$ cat src/inc/ssc_pkg.sv
// Constants and types of the serial channel core
// How it works
// - UART bit: 16 counts, vote 7/8/9
// - Start bit needs two of three low
// - Clock-out sync receive samples on chosen edge
// - Clock-in sync receive samples on chosen edge
// - Word moves to holding buffer, receive interrupt
// - Unread holding buffer: overrun, new word dropped
// - Ninth bit holds parity or data MSB
// - Wake-up filter: interrupt only when ninth set
// - Transmit tick every 16 base pulses
// - Clock-out sync transmit shifts per chosen edge
// - Clock-in sync transmit shifts per peer edge
// - UART transmit starts on next bit tick
// - Flow control: start on tick after permit
// - Permit high holds next frame, not current
// - Held sender still interrupts and accepts data
// - Parity only 7/8-bit UART, sense chooses even
// - Transmit write inserts parity bit automatically
// - Receive parity compared after transfer, flag error
// - Stop bit majority low sets framing flag
// - Receive interrupt timing depends on format
// - Transmit interrupt as stop bit starts
// - Reading status clears all error flags

package ssc_pkg;

   // ********************************
   // Register map (byte addresses)
   // ********************************
   localparam logic [7:0] A_CTRL = 8'h00;
   localparam logic [7:0] A_STAT = 8'h04;
   localparam logic [7:0] A_DATA = 8'h08;
   localparam logic [7:0] A_BAUD = 8'h0c;

   // Control fields
   localparam int C_MODE = 0;
   localparam int C_PE   = 2;
   localparam int C_EVEN = 3;
   localparam int C_WU   = 4;
   localparam int C_FCE  = 5;
   localparam int C_DIR  = 6;
   localparam int C_EDGE = 7;
   localparam int C_RXE  = 8;

   // Status fields
   localparam int S_NINTH = 0;
   localparam int S_FRAME_FAULT_FLAG  = 1;
   localparam int S_PARITY_FAULT_FLAG  = 2;
   localparam int S_OVERRUN_FLAG  = 3;
   localparam int S_TXB   = 4;
   localparam int S_FULL  = 5;
   localparam int D_NINTH = 8;

   localparam logic [15:0] BAUD_RST = 16'h0001;
   localparam logic [1:0]  RESP_OK  = 2'h0;
   localparam logic [1:0]  RESP_ERR = 2'h2;

   // ********************************
   // Timing counts
   // ********************************
   localparam logic [3:0] SMP_A     = 4'h7;
   localparam logic [3:0] SMP_B     = 4'h8;
   localparam logic [3:0] SMP_C     = 4'h9;
   localparam logic [3:0] CNT_LAST  = 4'hf;
   localparam logic [3:0] SYNC_BITS = 4'h8;
   localparam logic [3:0] FULL_BITS = 4'h9;

   typedef enum logic [1:0] {SSC_SYNC, SSC_U7, SSC_U8, SSC_U9} ssc_mode_e;
   typedef enum logic [1:0] {RX_IDLE, RX_START, RX_DATA, RX_STOP} ssc_rx_e;

endpackage

$ cat src/hw/ssc_sync2.sv
// Two-stage synchroniser for pin inputs
`timescale 1ns/1ns
`default_nettype none

module ssc_sync2 #(
   parameter int W = 1
) (
   // Clock and reset
   input  wire logic         aclk,
   input  wire logic         aresetn,
   // Data
   input  wire logic [W-1:0] d,
   output var  logic [W-1:0] q
);

   logic [W-1:0] meta_ff;

   always_ff @(posedge aclk) begin
      if (!aresetn) begin
         meta_ff <= '1;
         q       <= '1;
      end else begin
         meta_ff <= d;
         q       <= meta_ff;
      end
   end

endmodule // ssc_sync2

`default_nettype wire

$ cat src/hw/ssc_core.sv
// Serial channel core: UART and synchronous shift modes, AXI4-Lite registers
//
// The AXI4-Lite slave port and the register addresses are this design's own decisions.
`timescale 1ns/1ns
`default_nettype none

module ssc_core
   import ssc_pkg::*;
(
   // Clock and reset
   input  wire logic        aclk,
   input  wire logic        aresetn,
   // AXI4-Lite write
   input  wire logic [7:0]  awaddr,
   input  wire logic        awvalid,
   output var  logic        awready,
   input  wire logic [31:0] wdata,
   input  wire logic [3:0]  wstrb,
   input  wire logic        wvalid,
   output var  logic        wready,
   output var  logic [1:0]  bresp,
   output var  logic        bvalid,
   input  wire logic        bready,
   // AXI4-Lite read
   input  wire logic [7:0]  araddr,
   input  wire logic        arvalid,
   output var  logic        arready,
   output var  logic [31:0] rdata,
   output var  logic [1:0]  rresp,
   output var  logic        rvalid,
   input  wire logic        rready,
   // Serial pins
   input  wire logic        serial_in_pin,
   output var  logic        serial_out_pin,
   input  wire logic        shift_clock_pin_i,
   output var  logic        shift_clock_pin_o,
   output var  logic        shift_clock_pin_oe,
   input  wire logic        send_permit_n,
   // Events
   output var  logic        rx_irq,
   output var  logic        tx_irq
);

   // ********************************
   // State
   // ********************************
   typedef struct packed {
      logic        aw_got;
      logic [7:0]  aw_a;
      logic        w_got;
      logic [31:0] w_d;
      logic [3:0]  w_s;
      logic        awready;
      logic        wready;
      logic        bvalid;
      logic [1:0]  bresp;
      logic        arready;
      logic        rvalid;
      logic [1:0]  rresp;
      logic [31:0] rdata;
      logic [8:0]  ctrl;
      logic [15:0] baud;
      logic [15:0] bcnt;
      logic [8:0]  txbuf;
      logic        pend;
      logic        tbusy;
      logic [10:0] tsh;
      logic [3:0]  tleft;
      logic [3:0]  tcnt;
      logic        txd;
      logic        sclk;
      logic        sck_oe;
      logic        pin_prev;
      ssc_rx_e     rst;
      logic [3:0]  rcnt;
      logic [1:0]  votes;
      logic [8:0]  rsh;
      logic [3:0]  rbits;
      logic [7:0]  hold;
      logic        ninth;
      logic        full;
      logic        frame_fault_flag;
      logic        parity_fault_flag;
      logic        overrun_flag;
      logic        rx_irq;
      logic        tx_irq;
   } ssc_core_s;

   ssc_core_s q_ff;
   ssc_core_s nxt_q;

   logic [2:0]  pins_s;
   logic        rxd;
   logic        pin_s;
   logic        permit_n;
   ssc_mode_e   md;
   logic        pe_on;
   logic [3:0]  nd;
   logic        bt;
   logic        tt;
   logic        ev;
   logic        rise;
   logic        fall;
   logic        maj;
   logic        xfer;
   logic [8:0]  shn;
   logic [8:0]  xw;
   logic [8:0]  pbits;
   logic        par;
   logic        run;
   logic [31:0] wm;

   // Pins come from outside the clock domain
   ssc_sync2 #(.W(3)) u_sync (
      .aclk    (aclk),
      .aresetn (aresetn),
      .d       ({send_permit_n, shift_clock_pin_i, serial_in_pin}),
      .q       (pins_s)
   );

   assign rxd      = pins_s[0];
   assign pin_s    = pins_s[1];
   assign permit_n = pins_s[2];

   // Byte-lane merge of a write into an old register value
   function automatic logic [31:0] merge(input logic [31:0] o,
                                         input logic [31:0] d,
                                         input logic [3:0]  s);
      logic [31:0] r;
      r = o;
      for (int i = 0; i < 4; i++) begin
         if (s[i]) begin
            r[8*i +: 8] = d[8*i +: 8];
         end
      end
      return r;
   endfunction

   // ********************************
   // Next state
   // ********************************
   always_comb begin
      nxt_q = q_ff;
      nxt_q.rx_irq = 1'b0;
      nxt_q.tx_irq = 1'b0;
      md    = ssc_mode_e'(q_ff.ctrl[C_MODE +: 2]);
      pe_on = q_ff.ctrl[C_PE] && (md == SSC_U7 || md == SSC_U8);
      case (md)
         SSC_U7:  nd = 4'h7 + {3'h0, pe_on};
         SSC_U8:  nd = 4'h8 + {3'h0, pe_on};
         SSC_U9:  nd = FULL_BITS;
         default: nd = SYNC_BITS;
      endcase
      xfer  = 1'b0;
      shn   = {rxd, q_ff.rsh[8:1]};
      xw    = '0;
      maj   = (q_ff.votes[0] & q_ff.votes[1]) | (q_ff.votes[0] & rxd) |
              (q_ff.votes[1] & rxd);
      wm    = '0;
      par   = 1'b0;

      // Base serial clock: one enable pulse every baud+1 cycles
      bt = (q_ff.bcnt >= q_ff.baud);
      nxt_q.bcnt = bt ? '0 : q_ff.bcnt + 16'h0001;

      // Transmit bit tick every 16 base pulses
      tt = 1'b0;
      if (bt && md != SSC_SYNC) begin
         nxt_q.tcnt = q_ff.tcnt + 4'h1;
         tt = (q_ff.tcnt == CNT_LAST);
      end

      // Own shift clock idles high and only stops when high
      run = (md == SSC_SYNC) && !q_ff.ctrl[C_DIR] &&
            (q_ff.tbusy || q_ff.pend || (q_ff.ctrl[C_RXE] && !q_ff.full));
      nxt_q.sck_oe = (md == SSC_SYNC) && !q_ff.ctrl[C_DIR];
      if (q_ff.ctrl[C_DIR]) begin
         rise = pin_s && !q_ff.pin_prev;
         fall = !pin_s && q_ff.pin_prev;
      end else begin
         rise = bt && (run || !q_ff.sclk) && !q_ff.sclk;
         fall = bt && run && q_ff.sclk;
      end
      if (bt && (run || !q_ff.sclk)) begin
         nxt_q.sclk = !q_ff.sclk;
      end
      nxt_q.pin_prev = pin_s;
      ev = (md == SSC_SYNC) && (q_ff.ctrl[C_EDGE] ? rise : fall);

      // ********************************
      // Status read clears (set below wins)
      // ********************************
      if (arvalid && q_ff.arready) begin
         nxt_q.rvalid = 1'b1;
         nxt_q.rresp  = RESP_OK;
         nxt_q.rdata  = '0;
         case (araddr)
            A_CTRL: nxt_q.rdata[8:0] = q_ff.ctrl;
            A_STAT: begin
               nxt_q.rdata[S_NINTH] = q_ff.ninth;
               nxt_q.rdata[S_FRAME_FAULT_FLAG]  = q_ff.frame_fault_flag;
               nxt_q.rdata[S_PARITY_FAULT_FLAG]  = q_ff.parity_fault_flag;
               nxt_q.rdata[S_OVERRUN_FLAG]  = q_ff.overrun_flag;
               nxt_q.rdata[S_TXB]   = q_ff.tbusy | q_ff.pend;
               nxt_q.rdata[S_FULL]  = q_ff.full;
               nxt_q.frame_fault_flag = 1'b0;
               nxt_q.parity_fault_flag = 1'b0;
               nxt_q.overrun_flag = 1'b0;
            end
            A_DATA: begin
               nxt_q.rdata[7:0] = q_ff.hold;
               nxt_q.full = 1'b0;
            end
            A_BAUD: nxt_q.rdata[15:0] = q_ff.baud;
            default: nxt_q.rresp = RESP_ERR;
         endcase
      end
      if (q_ff.rvalid && rready) begin
         nxt_q.rvalid = 1'b0;
      end

      // ********************************
      // UART receiver
      // ********************************
      if (md != SSC_SYNC && bt) begin
         if (q_ff.rst == RX_IDLE) begin
            nxt_q.rcnt = '0;
            // Idle line leaves no stale bit count for sync mode
            nxt_q.rbits = '0;
            if (q_ff.ctrl[C_RXE] && !rxd) begin
               nxt_q.rst = RX_START;
            end
         end else begin
            nxt_q.rcnt = q_ff.rcnt + 4'h1;
            if (q_ff.rcnt == SMP_A) begin
               nxt_q.votes[0] = rxd;
            end
            if (q_ff.rcnt == SMP_B) begin
               nxt_q.votes[1] = rxd;
            end
            if (q_ff.rcnt == SMP_C) begin
               case (q_ff.rst)
                  RX_START: begin
                     nxt_q.rst   = maj ? RX_IDLE : RX_DATA;
                     nxt_q.rbits = '0;
                  end
                  RX_DATA: begin
                     shn = {maj, q_ff.rsh[8:1]};
                     nxt_q.rsh   = shn;
                     nxt_q.rbits = q_ff.rbits + 4'h1;
                     if (q_ff.rbits == nd - 4'h1) begin
                        nxt_q.rst = RX_STOP;
                        xfer = (nd == FULL_BITS);
                     end
                  end
                  RX_STOP: begin
                     nxt_q.rst = RX_IDLE;
                     if (!maj) begin
                        nxt_q.frame_fault_flag = 1'b1;
                     end
                     shn  = q_ff.rsh;
                     xfer = (nd != FULL_BITS);
                  end
                  default: nxt_q.rst = RX_IDLE;
               endcase
            end
         end
      end

      // ********************************
      // Synchronous receiver
      // ********************************
      if (md == SSC_SYNC) begin
         nxt_q.rst = RX_IDLE;
         if (ev && q_ff.ctrl[C_RXE]) begin
            nxt_q.rsh   = shn;
            nxt_q.rbits = q_ff.rbits + 4'h1;
            if (q_ff.rbits == SYNC_BITS - 4'h1) begin
               nxt_q.rbits = '0;
               xfer = 1'b1;
            end
         end
      end

      // Word transfer to the holding buffer
      xw    = shn >> (FULL_BITS - nd);
      pbits = (md == SSC_U8) ? xw : {1'b0, xw[7:0]};
      if (xfer) begin
         if (q_ff.full) begin
            nxt_q.overrun_flag = 1'b1;
         end else begin
            nxt_q.full = 1'b1;
            nxt_q.hold = (md == SSC_U7 && !pe_on) ? {1'b0, xw[6:0]} : xw[7:0];
            if (md == SSC_U9 || (md == SSC_U8 && pe_on)) begin
               nxt_q.ninth = xw[8];
            end
            if (pe_on && ((^pbits) ^ !q_ff.ctrl[C_EVEN])) begin
               nxt_q.parity_fault_flag = 1'b1;
            end
            // Slaves on a shared bus are only interrupted by address words
            nxt_q.rx_irq = !(md == SSC_U9 && q_ff.ctrl[C_WU] && !xw[8]);
         end
      end

      // ********************************
      // Transmitter
      // ********************************
      if (md != SSC_SYNC) begin
         if (tt) begin
            if (q_ff.tbusy && q_ff.tleft == '0) begin
               nxt_q.tbusy = 1'b0;
            end
            // Permit is only looked at between frames
            if ((!q_ff.tbusy || q_ff.tleft == '0) && q_ff.pend &&
                !(q_ff.ctrl[C_FCE] && permit_n)) begin
               nxt_q.pend  = 1'b0;
               nxt_q.tbusy = 1'b1;
               nxt_q.tsh   = {1'b1, q_ff.txbuf | ~(9'h1ff >> (FULL_BITS - nd)),
                              1'b0};
               nxt_q.tleft = nd + 4'h2;
            end
            if (nxt_q.tbusy && nxt_q.tleft != '0) begin
               nxt_q.txd   = nxt_q.tsh[0];
               nxt_q.tsh   = {1'b1, nxt_q.tsh[10:1]};
               nxt_q.tleft = nxt_q.tleft - 4'h1;
               if (nxt_q.tleft == '0) begin
                  nxt_q.tx_irq = 1'b1;
               end
            end
         end
      end else begin
         if (q_ff.pend && !q_ff.tbusy) begin
            nxt_q.pend  = 1'b0;
            nxt_q.tbusy = 1'b1;
            nxt_q.tsh   = {2'b11, q_ff.txbuf};
            nxt_q.txd   = q_ff.txbuf[0];
            nxt_q.tleft = SYNC_BITS;
         end else if (ev && q_ff.tbusy) begin
            nxt_q.tsh   = {1'b1, q_ff.tsh[10:1]};
            nxt_q.tleft = q_ff.tleft - 4'h1;
            nxt_q.txd   = q_ff.tsh[1];
            if (q_ff.tleft == 4'h1) begin
               nxt_q.tbusy  = 1'b0;
               nxt_q.txd    = 1'b1;
               nxt_q.tx_irq = 1'b1;
            end
         end
      end

      // ********************************
      // Register writes
      // ********************************
      if (awvalid && q_ff.awready) begin
         nxt_q.aw_got = 1'b1;
         nxt_q.aw_a   = awaddr;
      end
      if (wvalid && q_ff.wready) begin
         nxt_q.w_got = 1'b1;
         nxt_q.w_d   = wdata;
         nxt_q.w_s   = wstrb;
      end
      if (q_ff.aw_got && q_ff.w_got && !q_ff.bvalid) begin
         nxt_q.aw_got = 1'b0;
         nxt_q.w_got  = 1'b0;
         nxt_q.bvalid = 1'b1;
         nxt_q.bresp  = RESP_OK;
         case (q_ff.aw_a)
            A_CTRL: begin
               wm = merge({23'h0, q_ff.ctrl}, q_ff.w_d, q_ff.w_s);
               nxt_q.ctrl = wm[8:0];
            end
            A_DATA: begin
               wm  = merge({23'h0, q_ff.txbuf}, q_ff.w_d, q_ff.w_s);
               par = q_ff.ctrl[C_EVEN] ? 1'b0 : 1'b1;
               // Parity replaces bit 7 or the ninth bit at write time
               if (pe_on && md == SSC_U7) begin
                  wm[7] = (^wm[6:0]) ^ par;
               end
               if (pe_on && md == SSC_U8) begin
                  wm[D_NINTH] = (^wm[7:0]) ^ par;
               end
               nxt_q.txbuf = wm[8:0];
               nxt_q.pend  = 1'b1;
            end
            A_BAUD: begin
               wm = merge({16'h0, q_ff.baud}, q_ff.w_d, q_ff.w_s);
               nxt_q.baud = wm[15:0];
            end
            A_STAT: nxt_q.bresp = RESP_OK;
            default: nxt_q.bresp = RESP_ERR;
         endcase
      end
      if (q_ff.bvalid && bready) begin
         nxt_q.bvalid = 1'b0;
      end
      nxt_q.awready = !nxt_q.aw_got && !nxt_q.bvalid;
      nxt_q.wready  = !nxt_q.w_got && !nxt_q.bvalid;
      nxt_q.arready = !nxt_q.rvalid;

      if (!aresetn) begin
         nxt_q      = '0;
         nxt_q.txd  = 1'b1;
         nxt_q.sclk = 1'b1;
         nxt_q.pin_prev = 1'b1;
         nxt_q.baud = BAUD_RST;
      end
   end

   always_ff @(posedge aclk) begin
      q_ff <= nxt_q;
   end

   // ********************************
   // Outputs
   // ********************************
   assign awready            = q_ff.awready;
   assign wready             = q_ff.wready;
   assign bvalid             = q_ff.bvalid;
   assign bresp              = q_ff.bresp;
   assign arready            = q_ff.arready;
   assign rvalid             = q_ff.rvalid;
   assign rresp              = q_ff.rresp;
   assign rdata              = q_ff.rdata;
   assign serial_out_pin     = q_ff.txd;
   assign shift_clock_pin_o  = q_ff.sclk;
   assign shift_clock_pin_oe = q_ff.sck_oe;
   assign rx_irq             = q_ff.rx_irq;
   assign tx_irq             = q_ff.tx_irq;

endmodule // ssc_core

`default_nettype wire

$ cat config.mk
export PLATFORM = sky130hd
export DESIGN_NAME = ssc_core
export DESIGN_NICKNAME = d
export VERILOG_FILES = /design/src/inc/ssc_pkg.sv /design/src/hw/ssc_sync2.sv /design/src/hw/ssc_core.sv
export SDC_FILE = /design/constraint.sdc
export NUM_CORES = 1
export LEC_CHECK = 0
export BUFFER_PORTS_ARGS = -buffer_cell sky130_fd_sc_hd__buf_2
export CELL_PAD_IN_SITES_DETAIL_PLACEMENT = 0
export CELL_PAD_IN_SITES_GLOBAL_PLACEMENT = 1
export CORE_MARGIN = 3
export CORE_UTILIZATION = 44
export DETAILED_ROUTE_END_ITERATION = 10
export PLACE_DENSITY = 0.79
export SLEW_MARGIN = 40
export SYNTH_ARGS = -nofsm -noshare
export SYNTH_HDL_FRONTEND = slang
export SYNTH_SLANG_ARGS = --single-unit
$ cat constraint.sdc
create_clock -name aclk -period 5.2 [get_ports aclk]
set_input_delay 1.04 -clock aclk [delete_from_list [all_inputs] [get_ports aclk]]
set_output_delay 1.04 -clock aclk [all_outputs]
set_load 0.01 [all_outputs]
# == Word level (Yosys, flattened, before mapping) ==
# Index checks and enable logic that the tools add are counted.
# totals
word_cells,290
output_inout_bits,46
inputBits,62
register_bits,188
# op_classes
muxes,98
n_eq_ne,25
shift,2
n_reduce_logical,93
magnitude_cmp,1
add_sub_neg,11
n_bitwise,15
# op_table
op,n
two-way mux 17 bit,5
two-way mux 9 bit,7
two-way mux 13 bit,4
two-way mux 1 bit,51
two-way mux 37 bit,1
logical AND 1 bit,36
two-way mux 35 bit,1
"== test 8 x 4 -> 1 bit, second input constant",4
two-way mux 16 bit,2
two-way mux 8 bit,4
AND reduction 3 bit,10
case mux 6 bit (4 select lines),1
case mux 9 bit (2 select lines),1
logical NOT 1 bit,17
"adder 16 x 1 -> 16 bit, second input constant",1
"== test 4 bit, second input constant",4
"== test 8 x 3 -> 1 bit, second input constant",2
>= comparator 16 bit,1
logical NOT 8 bit,2
two-way mux 15 bit,1
"adder 4 x 1 -> 4 bit, second input constant",3
two-way mux 2 bit,6
two-way mux 4 bit,3
case mux 4 bit (3 select lines),1
43 further kinds,77

# == Depth between registers and ports, before layout ==
# depth
depth_word,19
ltp_mapped,16

# == Hierarchy ==
# From an unflattened synthesis, not the netlist that was laid out.
# unflattened
cells_unflattened,1070
hier_area_um2,8982.4
# by_module_without_submodules
module,n_inst,area_each_um2,cells_per_inst,seq_area_each_um2
ssc_core,1,8824.7,1058,3243.1
ssc_sync2,1,157.7,12,120.1

# == Worst setup path after synthesis ==
# Ideal clock, no wire load.
# synth_path
path_kind,register to register
start,register q_ff[100] (netlist bit)
end,register q_ff[3] (netlist bit)
setup_slack_ns,1.462
stages_incl_launch_ff,14
synth_period_minus_slack_ns,3.738
arrival_time_ns,3.621
setup_time_ns,0.118
cell_sequence,dfxtp_1 -> inv_1 -> ha_1 -> nand4_1 -> or4_4 -> o311ai_4 -> nor2_2 -> buf_6 -> o32a_1 -> a221o_1 -> a221oi_2 -> xor3_1 -> xnor3_1 -> o21ai_1
# synth_between
elab_chain_cells,11
word_cells_on_any_way,24
classes_between,1 x order compare; 1 x shift; 12 x mux; 1 x bitwise; 9 x reduce/logical
# synth_rtl
item,line_no,source
"start, declared",ssc_core.sv:89,ssc_core_s q_ff;
"start signal, assigned",ssc_core.sv:410,q_ff <= nxt_q;
>= comparator 16 bit *,ssc_core.sv:163,bt = (q_ff.bcnt >= q_ff.baud);
logical AND 1 bit,ssc_core.sv:225,if (md != SSC_SYNC && bt) begin
two-way mux 9 bit,ssc_core.sv:225,
>> shifter 9 x 4 -> 9 bit,ssc_core.sv:286,xw = shn >> (FULL_BITS - nd);
two-way mux 9 bit,ssc_core.sv:287,"pbits = (md == SSC_U8) ? xw : {1'b0, xw[7:0]};"
parity 9 bit,ssc_core.sv:297,if (pe_on && ((^pbits) ^ !q_ff.ctrl[C_EVEN])) begin
bitwise XOR 1 bit,ssc_core.sv:297,
logical AND 1 bit,ssc_core.sv:297,
two-way mux 1 bit,ssc_core.sv:297,
two-way mux 1 bit,ssc_core.sv:289,if (q_ff.full) begin
two-way mux 3 bit *,ssc_core.sv:288,if (xfer) begin
# Mark *: on every way between the ends. The rest lies on a longest branch, timed or not.
# A chain may end at the register's enable or synchronous reset.

# == Final worst setup path ==
# layout_path
start,register q_ff[98] (netlist bit)
end,register q_ff[3] (netlist bit)
# The elaborated chain is that of the path after synthesis.

==> impl_metrics.ini <==
[critical_path]
cp_slowest_stage_delay_ns = 0.58
crit_family = compound AO/OA/AOI/OAI gates
cp_num_buf_inv = 1
endpoint_kind = flop
startpoint_type = flop
worst_ep_required_time_ns = 5.56
cp_slowest_cell = or4_4
cp_max_fo = 11
cp_cell_sequence = inv_1 -> ha_1 -> nand4_1 -> or4_4 -> o311ai_4 -> nor2_2 -> o41a_1 -> or2_1 -> a221oi_1 -> o21ai_1 -> xor3_1 -> xnor3_1 -> o21ai_1
critPathKind = flop to flop
crit_arrival_ns = 4.64
cp_common_cell = o21ai_1

[clocking]
clk_latency_ns = 0.44
cts_hold_buf = 0
post_cts_resize_count = 0
cts.path.max_buffers = 2
post_cts_buffers = 0
cts_buffers = 17
clk_pin_slew_ns = 0.07
tritoncts = yes
root_buffer = clkbuf_16
cts.sinks = 168
cts_max_level = 4

[grt]
grt_pass1_wl_mm = 36.7
antenna_found_initial = 0
grt.busiest_layer = met2
use_met2 = 0.306
grt_pass1_vias = 6933
use_met1 = 0.300
track_usage = 0.205
grt_max_degree = 97
grt_util_met3 = 0.0337
overflow = 0

[timing]
tns_ns = 0
worst_pin_slew_ns = 0.746
max_freq_mhz = 234
fin_worst_skew_ns = 0.00973
worst_slack_ns = 0.925
setup_viol = 0
finalHoldViolations = 0
max-slew-margin-rel = 0.490
rsz0062_at_grt = false
finalCriticalPeriod_ns = 4.28
slew_viol_final = 0
period_share = 0.822

[synthesis]
synthTopCellsByArea = dfxtp_1 (37%), mux2i_1 (6.2%), nor2_1 (5.8%)
ys_async_sr_fraction = 0
yosysSeqAreaShare = 0.373
ys_ff_latch = 168
synth_area_per_cell_sq_um = 8.13
synth_cells = 1109
synth_edf_count = 0
netlist_area_sq_um = 9010
synth_top_area_share = 0.373
synth_top_area_cell = dfxtp_1
synthFlopType = dfxtp_1
ys_warn_count = 0
synth_cell_type_count = 76

[layout]
final_area_sq_um = 9980
stdcell_count = 1414
final_cell_mix = dfxtp_1 (168), nor2_1 (139), nand2_1 (134), a21oi_1 (104), buf_2 (71)
drive_gt1_frac = 0.113
area_growth_pct = 10.7
n_antenna_cell = 0
fin_util = 0.504
final_common_cell = dfxtp_1
nets = 1237

[floorplanning]
rows = 51
die_y_microns = 149
start_util = 0.456
die_area_sq_um = 22200
core_area_sq_um = 19800
ioPinCount = 108
die_x_microns = 149

[routing]
drt_wl_total_mm = 22.6
via_per_inst = 5.37
dr.pass1.iters = 5
wl_per_cell_microns = 16.0
ant_nets = 0
drc = 0
via_count = 7599
drt_iter0_drc = 546

[outcome]
outcome = completed

[power]
pwr-share-seq = 0.473
power-per-cell-area_nw_per_um2 = 283
switching_share = 0.278
cellLeakagePower_uw = 0.00403
ir_worst_vdd_mv = 0.187
pwr-share-clk = 0.450
p_int_uw = 2040
power_switching_uw = 785
p_comb_frac = 0.077

[place]
place_area_sq_um = 9380
gp_congestion = 0.832
hpwlAfterDp_mm = 15.9
io_buffers = 71
placed_cells_incl_taps = 1382
place_ws_ns = 0.918

[min_path]
min_path_type = flop to flop

[job]
drv_cap = 0
-- metal layers --
layer | wire length (microns) | vias up
li1 | - | 3873
met1 | 11300 | 3525
met2 | 9900 | 164
met3 | 903 | 37
met4 | 505 | 0
met5 | 0 | -
-- synth_stat cells, drive strengths merged, types with 3 or more instances --
library cell    n
a2111oi         3
a211oi         21
a21oi         104
a221oi          7
a22o            4
a22oi          13
a311oi          4
a31oi           4
and2           11
and3           12
buf            41
clkbuf         50
dfxtp         168
ha             39
inv            46
mux2i          56
mux4            3
nand2         134
nand2b         17
nand3          38
nand3b          6
nand4          11
nand4b          4
nor2          140
nor2b           7
nor3           16
nor4            5
o21a            3
o21ai          39
o221ai          5
o22ai           8
o311ai          3
or2             4
or3             4
or4             3
xnor2          19
xor2           23
-- worst reg2reg max path: stages (launching register included) --
cell      delay (ns)
dfxtp_1         0.41
inv_1           0.06
ha_1            0.27
nand4_1         0.15
or4_4           0.58
o311ai_4        0.41
nor2_2          0.23
o41a_1          0.50
or2_1           0.27
a221oi_1        0.29
o21ai_1         0.12
xor3_1          0.39
xnor3_1         0.40
o21ai_1         0.13
-- cell type report --
cell class / instances / area [sq um]
fillers: 1960 / 9800
well taps: 265 / 332
inverters: 48 / 185
clock buffers: 19 / 443
repair buffers: 82 / 438
clock inverters: 13 / 155
multi-input cells: 819 / 5060
flip-flops and latches: 168 / 3360
-- path summary, 6_finish.rpt --
kind | start | endpoint | slack (ns) | cells after the start
max | q_ff[98] | q_ff[3] | 0.92 | 13
min | u_sync.meta_ff[2] | u_sync.q[2] | 0.42 | 1
max reg2reg | q_ff[98] | q_ff[3] | 0.92 | 13
min reg2reg | u_sync.meta_ff[2] | u_sync.q[2] | 0.42 | 1
-- flip-flops by register name, indices dropped and copies added, names as in the netlist, 2 cells and up --
register	cells
q_ff	132
u_sync.q	3
u_sync.meta_ff	3
md	2
rdata	16
-- per-stage QoR --
| step | power (uW) | hold WS (ns) |
|---|---|---|
| after floorplan | 1540 | 0.386 |
| after global placement | 1580 | 0.407 |
| after detailed placement | 1590 | 0.403 |
| after CTS | 2850 | 0.424 |
| after global routing | 2930 | 0.442 |
| final | 2830 | 0.421 |
-- cells by family after synthesis --
kind of cell	after synthesis	share of synthesized area
simple gates	415	0.208
buf+inv	139	0.0738
xor+xnor	44	0.0459
other cells	1	0.000416
mux	61	0.0722
flops	168	0.373
fa+ha+maj	40	0.0552
compound gates	241	0.171
-- power groups by stage --
stage / registers [uW] / logic [uW] / clock network (uW)
6_report: 1340 / 218 / 1270
5_1_grt: 1340 / 242 / 1350
4_1_cts: 1340 / 219 / 1300
3_5_place_dp: 1370 / 218 / 0
3_3_place_gp: 1370 / 215 / 0
2_1_floorplan: 1360 / 179 / 0
No activity file was read; power rests on OpenSTA's default activity.
